## config.mk

```make
export PLATFORM = sky130hd
export DESIGN_NAME = system_clock_source_switch
export DESIGN_NICKNAME = d
export VERILOG_FILES = /design/src/hdl/clk_switch_pkg.sv /design/src/hdl/switch_if.sv /design/src/hdl/pin_sync.sv /design/src/hdl/switch_timer.sv /design/src/hdl/system_clock_source_switch.sv
export SDC_FILE = /design/constraint.sdc
export NUM_CORES = 1
export LEC_CHECK = 0
export ABC_AREA = 1
export BUFFER_PORTS_ARGS = -buffer_cell sky130_fd_sc_hd__buf_2
export CORE_UTILIZATION = 35
export DETAILED_ROUTE_END_ITERATION = 7
export GPL_TIMING_DRIVEN = 0
export PLACE_DENSITY = 0.63
export SETUP_SLACK_MARGIN = 0.3
export SLEW_MARGIN = 20
export SYNTH_ARGS = -nofsm -noshare
export SYNTH_HDL_FRONTEND = slang
export SYNTH_SLANG_ARGS = --single-unit
```

## constraint.sdc

```tcl
create_clock -name clk -period 1.9 [get_ports clk]
set_input_delay 0.38 -clock clk [delete_from_list [all_inputs] [get_ports clk]]
set_output_delay 0.38 -clock clk [all_outputs]
set_load 0.03 [all_outputs]
```

## src/hdl/clk_switch_pkg.sv

```systemverilog
// Shared constants and types for the system clock source switch.
package clk_switch_pkg;

	// ----------------------------------------------------------------
	// Timing
	// ----------------------------------------------------------------
	localparam int CLK_PERIOD_NS = 40;
	localparam int CNT_W = 16;
	localparam int SETTLE_NS = 2000;
	localparam logic [CNT_W-1:0] SETTLE_CYC = CNT_W'((SETTLE_NS + CLK_PERIOD_NS - 1) / CLK_PERIOD_NS);
	localparam int PLL_LOCK_NS = 2000000;
	localparam int PLL_LOCK_CYC = (PLL_LOCK_NS + CLK_PERIOD_NS - 1) / CLK_PERIOD_NS;
	localparam int WARMUP_NS = 1000;
	localparam int WARMUP_CYC = (WARMUP_NS + CLK_PERIOD_NS - 1) / CLK_PERIOD_NS;
	localparam logic [1:0] WAKE_EXT_EDGES = 2'h2;
	localparam logic [1:0] SWITCH_EDGES = 2'h1;
	localparam logic [1:0] BOOT_WAIT = 2'h2;

	// ----------------------------------------------------------------
	// Register map and fields
	// ----------------------------------------------------------------
	localparam logic [3:0] OSC_CTRL_ADDR = 4'h0;
	localparam logic [3:0] STATUS_ADDR = 4'h4;
	localparam int SEL_LSB = 0;
	localparam int SEL_MSB = 1;
	localparam int FREQ_LSB = 3;
	localparam int FREQ_MSB = 6;
	localparam int ST_SRC_LSB = 0;
	localparam int ST_SRC_MSB = 2;
	localparam int ST_BUSY = 3;
	localparam int ST_CFG_LSB = 4;
	localparam int ST_CFG_MSB = 5;
	localparam int ST_PLL = 6;

	// ----------------------------------------------------------------
	// Encodings
	// ----------------------------------------------------------------
	localparam logic [1:0] CFG_EXT_LOW = 2'h0;
	localparam logic [1:0] CFG_EXT_MED = 2'h1;
	localparam logic [1:0] CFG_EXT_HIGH = 2'h2;
	localparam logic [1:0] CFG_INT_OSC = 2'h3;
	localparam logic [3:0] FREQ_LF = 4'h0;
	localparam logic [3:0] FREQ_MF_MAX = 4'h7;
	localparam logic [3:0] FREQ_HF_TOP = 4'hd;
	localparam int DIV_W = 12;

	typedef enum logic [2:0] {SRC_EXT, SRC_LF, SRC_MF, SRC_HF, SRC_PLL} src_t;

endpackage

```

## src/hdl/switch_if.sv

```systemverilog
// Handshake between the switch controller and its stabilisation timer.
`timescale 1ns/1ps
interface switch_if;
	logic start;
	logic use_time;
	logic [clk_switch_pkg::CNT_W-1:0] cycles;
	logic [1:0] old_edges;
	logic [1:0] new_edges;
	logic old_rise;
	logic new_rise;
	logic done;
	modport ctrl(output start, use_time, cycles, old_edges, new_edges, old_rise, new_rise,
		input done);
	modport timer(input start, use_time, cycles, old_edges, new_edges, old_rise, new_rise,
		output done);
endinterface

```

## src/hdl/pin_sync.sv

```systemverilog
// Two-stage synchroniser for pins and free-running oscillator inputs.
`timescale 1ns/1ps
module pin_sync #(
	parameter int WIDTH = 1
) (
	input wire logic clk,
	input wire logic reset_n,
	input wire logic [WIDTH-1:0] din,
	output logic [WIDTH-1:0] dout
);
	logic [WIDTH-1:0] meta_r;
	logic [WIDTH-1:0] sync_r;

	always_ff @(posedge clk or negedge reset_n) begin
		if (!reset_n) begin
			meta_r <= '0;
			sync_r <= '0;
		end else begin
			meta_r <= din;
			sync_r <= meta_r;
		end
	end

	assign dout = sync_r;
endmodule

```

## src/hdl/switch_timer.sv

```systemverilog
// Stabilisation delay: a cycle count, or edges of the old then the new clock.
`timescale 1ns/1ps
module switch_timer (
	input wire logic clk,
	input wire logic reset_n,
	switch_if.timer sw
);
	typedef enum logic [1:0] {T_IDLE, T_TIME, T_OLD, T_NEW} tstate_t;
	tstate_t st_r, st_nxt;
	logic [clk_switch_pkg::CNT_W-1:0] cnt_r, cnt_nxt;
	logic done_r, done_nxt;

	always_comb begin
		st_nxt = st_r;
		cnt_nxt = cnt_r;
		done_nxt = 1'b0;
		case (st_r)
			T_IDLE: begin
				if (sw.start && sw.use_time) begin
					cnt_nxt = sw.cycles;
					st_nxt = T_TIME;
				end else if (sw.start) begin
					cnt_nxt = clk_switch_pkg::CNT_W'(sw.old_edges);
					st_nxt = T_OLD;
				end
			end
			T_TIME: begin
				if (cnt_r <= clk_switch_pkg::CNT_W'(1)) begin
					done_nxt = 1'b1;
					st_nxt = T_IDLE;
				end else begin
					cnt_nxt = cnt_r - clk_switch_pkg::CNT_W'(1);
				end
			end
			T_OLD: begin
				if (cnt_r == '0) begin
					cnt_nxt = clk_switch_pkg::CNT_W'(sw.new_edges);
					st_nxt = T_NEW;
				end else if (sw.old_rise) begin
					cnt_nxt = cnt_r - clk_switch_pkg::CNT_W'(1);
				end
			end
			T_NEW: begin
				if (cnt_r == '0) begin
					done_nxt = 1'b1;
					st_nxt = T_IDLE;
				end else if (sw.new_rise) begin
					cnt_nxt = cnt_r - clk_switch_pkg::CNT_W'(1);
				end
			end
			default: st_nxt = T_IDLE;
		endcase
	end

	always_ff @(posedge clk or negedge reset_n) begin
		if (!reset_n) begin
			st_r <= T_IDLE;
			cnt_r <= '0;
			done_r <= 1'b0;
		end else begin
			st_r <= st_nxt;
			cnt_r <= cnt_nxt;
			done_r <= done_nxt;
		end
	end

	assign sw.done = done_r;
endmodule

```

## src/hdl/system_clock_source_switch.sv

```systemverilog
// System clock source selection with stabilised, glitch-free switching.
`timescale 1ns/1ps
module system_clock_source_switch #(
	parameter int PLL_LOCK_CYCLES = clk_switch_pkg::PLL_LOCK_CYC,
	parameter int WARMUP_CYCLES = clk_switch_pkg::WARMUP_CYC
) (
	input wire logic clk,
	input wire logic reset_n,
	input wire logic [1:0] cfg_osc_select,
	input wire logic ext_clk_pin,
	input wire logic low_freq_osc_in,
	input wire logic high_freq_osc_in,
	input wire logic sleep,
	input wire logic [3:0] address,
	input wire logic read,
	input wire logic write,
	input wire logic [31:0] writedata,
	input wire logic [3:0] byteenable,
	output logic [31:0] readdata,
	output logic waitrequest,
	output logic sys_clk,
	output logic [1:0] ext_power_mode,
	output logic [2:0] active_source,
	output logic switch_busy,
	output logic pll_enable
);
	typedef enum logic [2:0] {ST_BOOT, ST_RUN, ST_WAIT, ST_SWAP, ST_SLEEP} state_t;

	// ----------------------------------------------------------------
	// Functions
	// ----------------------------------------------------------------
	function automatic clk_switch_pkg::src_t class_of(input logic [3:0] code);
		if (code == clk_switch_pkg::FREQ_LF)
			return clk_switch_pkg::SRC_LF;
		else if (code <= clk_switch_pkg::FREQ_MF_MAX)
			return clk_switch_pkg::SRC_MF;
		else if (code <= clk_switch_pkg::FREQ_HF_TOP)
			return clk_switch_pkg::SRC_HF;
		return clk_switch_pkg::SRC_PLL;
	endfunction

	// Select 01 has no defined meaning and behaves like 00.
	function automatic clk_switch_pkg::src_t pick_src(input logic [1:0] sel,
		input logic [1:0] cfg, input logic [3:0] code);
		if (sel[1] || cfg == clk_switch_pkg::CFG_INT_OSC)
			return class_of(code);
		return clk_switch_pkg::SRC_EXT;
	endfunction

	// Index 0 of the chain is the high oscillator itself, index k its divide-by-2^k.
	function automatic logic level_of(input clk_switch_pkg::src_t s, input logic [3:0] code,
		input logic ext, input logic lf, input logic [clk_switch_pkg::DIV_W:0] chain);
		logic [3:0] idx;
		idx = (code >= clk_switch_pkg::FREQ_HF_TOP) ? 4'h0 : 4'(clk_switch_pkg::FREQ_HF_TOP - code);
		case (s)
			clk_switch_pkg::SRC_EXT: return ext;
			clk_switch_pkg::SRC_LF: return lf;
			clk_switch_pkg::SRC_PLL: return chain[0];
			default: return chain[idx];
		endcase
	endfunction

	// ----------------------------------------------------------------
	// Input synchronisers and oscillator divider
	// ----------------------------------------------------------------
	logic [4:0] pins_s;
	logic ext_s;
	logic lf_s;
	logic hf_s;
	logic [1:0] cfg_s;
	logic hf_prev_r;
	logic [clk_switch_pkg::DIV_W-1:0] div_r, div_nxt;

	pin_sync #(.WIDTH(5)) u_sync (
		.clk(clk),
		.reset_n(reset_n),
		.din({cfg_osc_select, high_freq_osc_in, low_freq_osc_in, ext_clk_pin}),
		.dout(pins_s)
	);
	assign ext_s = pins_s[0];
	assign lf_s = pins_s[1];
	assign hf_s = pins_s[2];
	assign cfg_s = pins_s[4:3];

	// Sampling at 25 MHz limits how faithfully fast sources are followed.
	always_comb begin
		div_nxt = div_r;
		if (hf_s && !hf_prev_r)
			div_nxt = div_r + clk_switch_pkg::DIV_W'(1);
	end

	always_ff @(posedge clk or negedge reset_n) begin
		if (!reset_n) begin
			hf_prev_r <= 1'b0;
			div_r <= '0;
		end else begin
			hf_prev_r <= hf_s;
			div_r <= div_nxt;
		end
	end

	// ----------------------------------------------------------------
	// Register slave
	// ----------------------------------------------------------------
	logic [1:0] sel_r, sel_nxt;
	logic [3:0] freq_r, freq_nxt;
	logic [31:0] readdata_r, readdata_nxt;
	logic waitrequest_r, waitrequest_nxt;
	state_t state_r, state_nxt;
	clk_switch_pkg::src_t cur_src_r, cur_src_nxt;
	logic [1:0] cfg_r, cfg_nxt;

	always_comb begin
		sel_nxt = sel_r;
		freq_nxt = freq_r;
		readdata_nxt = readdata_r;
		waitrequest_nxt = waitrequest_r ? !(read || write) : 1'b1;
		if (read && waitrequest_r) begin
			readdata_nxt = '0;
			if (address == clk_switch_pkg::OSC_CTRL_ADDR) begin
				readdata_nxt[clk_switch_pkg::SEL_MSB:clk_switch_pkg::SEL_LSB] = sel_r;
				readdata_nxt[clk_switch_pkg::FREQ_MSB:clk_switch_pkg::FREQ_LSB] = freq_r;
			end else if (address == clk_switch_pkg::STATUS_ADDR) begin
				readdata_nxt[clk_switch_pkg::ST_SRC_MSB:clk_switch_pkg::ST_SRC_LSB] = cur_src_r;
				readdata_nxt[clk_switch_pkg::ST_BUSY] = state_r != ST_RUN;
				readdata_nxt[clk_switch_pkg::ST_CFG_MSB:clk_switch_pkg::ST_CFG_LSB] = cfg_r;
				readdata_nxt[clk_switch_pkg::ST_PLL] = cur_src_r == clk_switch_pkg::SRC_PLL;
			end
		end
		if (write && !waitrequest_r && byteenable[0] &&
			address == clk_switch_pkg::OSC_CTRL_ADDR) begin
			sel_nxt = writedata[clk_switch_pkg::SEL_MSB:clk_switch_pkg::SEL_LSB];
			freq_nxt = writedata[clk_switch_pkg::FREQ_MSB:clk_switch_pkg::FREQ_LSB];
		end
	end

	always_ff @(posedge clk or negedge reset_n) begin
		if (!reset_n) begin
			sel_r <= 2'h0;
			freq_r <= 4'h0;
			readdata_r <= 32'h0;
			waitrequest_r <= 1'b1;
		end else begin
			sel_r <= sel_nxt;
			freq_r <= freq_nxt;
			readdata_r <= readdata_nxt;
			waitrequest_r <= waitrequest_nxt;
		end
	end

	// ----------------------------------------------------------------
	// Switch controller
	// ----------------------------------------------------------------
	switch_if sw();
	switch_timer u_timer (
		.clk(clk),
		.reset_n(reset_n),
		.sw(sw)
	);

	logic [3:0] cur_code_r, cur_code_nxt;
	logic [3:0] tgt_code_r, tgt_code_nxt;
	clk_switch_pkg::src_t tgt_src_r, tgt_src_nxt;
	clk_switch_pkg::src_t want_src;
	clk_switch_pkg::src_t start_src;
	logic [1:0] boot_cnt_r, boot_cnt_nxt;
	logic cur_valid_r, cur_valid_nxt;
	logic sys_clk_r, sys_clk_nxt;
	logic cur_prev_r, new_prev_r;
	logic busy_r, pll_en_r;
	logic cur_lvl, new_lvl;
	logic start, wake;
	logic [clk_switch_pkg::DIV_W:0] chain;

	assign chain = {div_r, hf_s};
	assign cur_lvl = level_of(cur_src_r, cur_code_r, ext_s, lf_s, chain);
	assign new_lvl = level_of(tgt_src_r, tgt_code_r, ext_s, lf_s, chain);
	assign want_src = pick_src(sel_r, cfg_r, freq_r);

	always_comb begin
		state_nxt = state_r;
		cur_src_nxt = cur_src_r;
		cur_code_nxt = cur_code_r;
		tgt_src_nxt = tgt_src_r;
		tgt_code_nxt = tgt_code_r;
		boot_cnt_nxt = boot_cnt_r;
		cfg_nxt = cfg_r;
		cur_valid_nxt = cur_valid_r;
		start = 1'b0;
		wake = 1'b0;
		start_src = want_src;
		sys_clk_nxt = cur_valid_r ? cur_lvl : 1'b0;
		case (state_r)
			ST_BOOT: begin
				sys_clk_nxt = 1'b0;
				boot_cnt_nxt = boot_cnt_r + 2'h1;
				if (boot_cnt_r == clk_switch_pkg::BOOT_WAIT) begin
					cfg_nxt = cfg_s;
					start_src = pick_src(sel_r, cfg_s, freq_r);
					start = 1'b1;
					wake = 1'b1;
					state_nxt = ST_WAIT;
				end
			end
			ST_RUN: begin
				if (sleep) begin
					sys_clk_nxt = sys_clk_r && cur_lvl;
					if (!sys_clk_r) begin
						cur_valid_nxt = 1'b0;
						state_nxt = ST_SLEEP;
					end
				end else if (want_src != cur_src_r ||
					(want_src != clk_switch_pkg::SRC_EXT && freq_r != cur_code_r)) begin
					start = 1'b1;
					state_nxt = ST_WAIT;
				end
			end
			ST_WAIT: begin
				if (sw.done)
					state_nxt = ST_SWAP;
			end
			ST_SWAP: begin
				if (!sys_clk_r && !new_lvl) begin
					sys_clk_nxt = 1'b0;
					cur_src_nxt = tgt_src_r;
					cur_code_nxt = tgt_code_r;
					cur_valid_nxt = 1'b1;
					state_nxt = ST_RUN;
				end
			end
			ST_SLEEP: begin
				sys_clk_nxt = 1'b0;
				if (!sleep) begin
					start = 1'b1;
					wake = 1'b1;
					state_nxt = ST_WAIT;
				end
			end
			default: state_nxt = ST_BOOT;
		endcase
		if (start) begin
			tgt_src_nxt = start_src;
			tgt_code_nxt = freq_r;
		end
	end

	// Delay plan for the switch being started.
	always_comb begin
		sw.use_time = 1'b1;
		sw.cycles = clk_switch_pkg::SETTLE_CYC;
		sw.old_edges = 2'h0;
		sw.new_edges = 2'h0;
		if (wake && start_src == clk_switch_pkg::SRC_EXT) begin
			sw.use_time = 1'b0;
			sw.new_edges = clk_switch_pkg::WAKE_EXT_EDGES;
		end else if (wake) begin
			sw.cycles = clk_switch_pkg::CNT_W'(WARMUP_CYCLES);
		end else if (start_src == clk_switch_pkg::SRC_PLL && cur_src_r != clk_switch_pkg::SRC_PLL) begin
			sw.cycles = clk_switch_pkg::CNT_W'(PLL_LOCK_CYCLES);
		end else if (start_src == clk_switch_pkg::SRC_LF || start_src == clk_switch_pkg::SRC_EXT) begin
			sw.use_time = 1'b0;
			sw.old_edges = clk_switch_pkg::SWITCH_EDGES;
			sw.new_edges = clk_switch_pkg::SWITCH_EDGES;
		end
	end

	assign sw.start = start;
	assign sw.old_rise = cur_lvl && !cur_prev_r;
	assign sw.new_rise = new_lvl && !new_prev_r;

	always_ff @(posedge clk or negedge reset_n) begin
		if (!reset_n) begin
			state_r <= ST_BOOT;
			cur_src_r <= clk_switch_pkg::SRC_EXT;
			cur_code_r <= 4'h0;
			tgt_src_r <= clk_switch_pkg::SRC_EXT;
			tgt_code_r <= 4'h0;
			boot_cnt_r <= 2'h0;
			cfg_r <= clk_switch_pkg::CFG_EXT_LOW;
			cur_valid_r <= 1'b0;
			sys_clk_r <= 1'b0;
			cur_prev_r <= 1'b0;
			new_prev_r <= 1'b0;
			busy_r <= 1'b1;
			pll_en_r <= 1'b0;
		end else begin
			state_r <= state_nxt;
			cur_src_r <= cur_src_nxt;
			cur_code_r <= cur_code_nxt;
			tgt_src_r <= tgt_src_nxt;
			tgt_code_r <= tgt_code_nxt;
			boot_cnt_r <= boot_cnt_nxt;
			cfg_r <= cfg_nxt;
			cur_valid_r <= cur_valid_nxt;
			sys_clk_r <= sys_clk_nxt;
			cur_prev_r <= cur_lvl;
			new_prev_r <= new_lvl;
			busy_r <= state_nxt != ST_RUN;
			pll_en_r <= tgt_src_nxt == clk_switch_pkg::SRC_PLL ||
				cur_src_nxt == clk_switch_pkg::SRC_PLL;
		end
	end

	assign readdata = readdata_r;
	assign waitrequest = waitrequest_r;
	assign sys_clk = sys_clk_r;
	assign ext_power_mode = cfg_r;
	assign active_source = cur_src_r;
	assign switch_busy = busy_r;
	assign pll_enable = pll_en_r;
endmodule

```

==> results.sh <==
export IMPL_clk_pin_slew_ps=70
export IMPL_multiInputGateArea_mm2=0.002943
export IMPL_viasPerCell=5.001
export IMPL_grt_pass1_wl_um=20890
export IMPL_syn_avg_cell_area_um2=7.748
export IMPL_ys_ff_latch=83
export IMPL_yosysSeqAreaShare_pct=42.74
export IMPL_required_ps=2130
export IMPL_rows=42
export IMPL_finalHoldViolations=0
export IMPL_die_area_mm2=0.01438
export IMPL_cts_hold_buffers=0
export IMPL_cts_buffers=9
export IMPL_drtIter0Drc=251
export IMPL_final_common_cell="nand2_1"
export IMPL_fin_crit_sh_pct=115.8
export IMPL_synth_area_mm2=0.004866
export IMPL_grt_ovfl_total=0
export IMPL_htree_levels=3
export IMPL_globalplace_congestion=0.8673
export IMPL_boundaryPins=91
export IMPL_status="complete, but fails checks"
export IMPL_finalCriticalPeriod_ps=2199
export IMPL_wl_per_cell_um=14.29
export IMPL_cp_arrival_ps=2430
export IMPL_fin_skew_ps=9.153
export IMPL_n_fill_cell=1190
export IMPL_syn2layout_area_growth_pct=41.73
export IMPL_grt_max_degree=52
export IMPL_postPlaceCellArea_mm2=0.005502
export IMPL_endpoint_kind="register"
export IMPL_die_y_um=119.9
export IMPL_port_buffers=36
export IMPL_antenna_left=0
export IMPL_yosys_warnings=0
export IMPL_cts_path_max_buffers=2
export IMPL_diodes=0
export IMPL_drive_gt1_share_pct=40.68
export IMPL_setup_slack_ps=-299.4
export IMPL_clock_latency_ps=350
export IMPL_layout_area_seq_mm2=0.002093
export IMPL_antenna_found_initial=0
export IMPL_setup_viol=34
export IMPL_power_density_mw_per_mm2=1685
export IMPL_final_max_slew_viol_count=0
export IMPL_cts_sink_count=83
export IMPL_relSlewSlack_pct=54.28
export IMPL_p_leak_uw=0.003472
export IMPL_routed_wl_um=13480
export IMPL_start_kind="register"
export IMPL_ir_drop_mv=0.9476
export IMPL_worstSetupPathType="reg -> reg"
export IMPL_start_util_pct=36.31
export IMPL_worst_pin_slew_ps=685.9
export IMPL_holdWs_ps=64.44
export IMPL_place_hpwl_um=8360
export IMPL_cap_violations=0
export IMPL_first_pass_iters=5
export IMPL_rsz0062_at_grt="true"
export IMPL_clock_fmax_ghz=0.4547
export IMPL_core_mm2=0.01340
export IMPL_layout_common_cells="nand2_1, dfrtp_1, inv_1, buf_4"
export IMPL_netlist_instances=628
export IMPL_cts_tree="done"
export IMPL_worstHoldPathType="in -> async"
export IMPL_failed_checks="setup timing"
export IMPL_path_max_fanout=5
export IMPL_grt_usage_pct=18.34
export IMPL_die_width_um=119.9
export IMPL_drc=0
export IMPL_grt_pass1_vias=4435
export IMPL_final_nets=821
export IMPL_root_buffer="clkbuf_16"
export IMPL_synth_cell_types=43
export IMPL_final_cell_area_mm2=0.006897
export IMPL_dr_total_vias=4716
## path summary, 6_finish.rpt
| path | startpoint | endpoint | slack [ps] | cells past startpoint |
|---|---|---|---|---|
| setup / recovery | tgt_code_r[1]$_DFFE_PN0N_ | u_timer.cnt_r[5]$_DFFE_PN0P_ | -300 | 13 |
| hold / removal | reset_n | sel_r[0]$_DFFE_PN0P_ | 60 | 1 |
| setup reg to reg | tgt_code_r[1]$_DFFE_PN0N_ | u_timer.cnt_r[5]$_DFFE_PN0P_ | -300 | 13 |
| hold reg to reg | u_sync.meta_r[0]$_DFF_PN0_ | u_sync.dout[0]$_DFF_PN0_ | 350 | 0 |
| max in group asynchronous | reset_n | switch_busy$_DFF_PN1_ | 1120 | 2 |
| min in group clk | cfg_osc_select[0] | u_sync.meta_r[3]$_DFF_PN0_ | 140 | 1 |
## Yosys cell counts, drive strengths merged
cell	instances	share of area, %
inv	85	6.6
dfrtp	81	42
nand3b	3	0.54
o211ai	3	0.46
a31oi	1	0.13
nor3	10	1.1
xnor2	9	1.6
o31ai	2	0.31
mux2	1	0.23
o22ai	6	0.77
a22oi	1	0.15
o21bai	2	0.54
or2	6	0.77
ha	9	2.3
o21ai	44	4.6
and2	1	0.13
clkinv	1	0.077
nand2	167	13
clkbuf	1	0.077
nand3	53	6.6
xor2	17	3.1
nor4	2	0.26
dfstp	2	1.1
buf	31	4.6
a21oi	14	1.4
conb	1	0.077
nand4	32	4.1
nor2	43	3.6
## critical path: stages (launching register included)
cell and delay, ps:
dfrtp_2 430, buf_6 140, ha_2 190, xnor2_2 140, nand3_1 130, a21oi_2 190
nand2_2 80, nand3_2 100, nand2_4 100, o21bai_4 180, nand3_4 130, buf_6 160
nand2_2 60, nand2_2 50
## layer usage
| metal | wire length (um) | part of all wire (%) | up-vias | track usage, % |
|---|---|---|---|---|
| met2 | 6732 | 50 | 134 | 30.21 |
| met3 | 566 | 4.2 | 36 | 3.707 |
| met4 | 406 | 3.0 | 0 | 8.047 |
| met1 | 5769 | 43 | 2277 | 23.17 |
| met5 | 0 | 0 | - | 0 |
| li1 | - | - | 2269 | - |
## cell families (layout without fill, tap and decap cells)
| kind of cell | after synthesis | count (layout) | synth area share [%] |
|---|---|---|---|
| simple gates | 317 | 319 | 30.24 |
| buf+inv | 118 | 231 | 11.31 |
| compound gates | 73 | 73 | 8.409 |
| flops | 83 | 83 | 42.74 |
| fa+ha+maj | 9 | 9 | 2.314 |
| xor+xnor | 26 | 26 | 4.680 |
| mux | 1 | 1 | 0.2314 |
| other cells | 1 | 25 | 0.07707 |
## cell type report
| type | instances | area share, % |
|---|---|---|
| inverter | 86 | 4.935 |
| sequential | 83 | 30.35 |
| timing repair buffer | 97 | 11.25 |
| multi-input combinational | 453 | 42.67 |
| clock buffer | 9 | 3.266 |
| buffer | 32 | 3.592 |
| tap | 176 | 3.193 |
| clock inverter | 7 | 0.7438 |
## stage by stage
stage / power [uW] / setup TNS, ps / worst slack [ps] / utilization, % / cells
2_1_floorplan: 6471 / -1219 / -119.3 / - / 652
3_3_place_gp: 7402 / -28570 / -475.5 / 40.89 / 864
3_5_place_dp: 7552 / -9767 / -532.7 / 41.06 / 865
4_1_cts: 10580 / -3296 / -158.9 / 48.25 / 930
5_1_grt: 12400 / -10640 / -395.7 / 51.47 / 943
6_report: 11620 / -7319 / -299.4 / 51.47 / 943
## state kept, by name (all words and copies together), names as in the netlist, 2 cells and up
signal,flops
u_timer.st_r,2
u_sync.meta_r,5
tgt_code_r,4
active_source,3
u_timer.cnt_r,16
div_r,12
sel_r,2
ext_power_mode,2
readdata,7
tgt_src_r,3
boot_cnt_r,2
cur_code_r,4
u_sync.dout,5
freq_r,4
state_r,3
## repair_timing
item | in CTS | in global routing
resized for setup | 90 | 98
gates cloned | 3 | 1
setup endpoints to repair | 44 | 46
pin swaps | 29 | 41
hold endpoints to repair | 0 | 0
buffers inserted | 46 | 12
## report_power, final
group          leakage [uW]  switching (uW)  total, uW  internal, uW
Clock              0.000133             762       1660           894
Sequential          0.00102             617       2940          2320
Combinational       0.00232            4110       7030          2920
No activity file was read; power rests on OpenSTA's default activity.
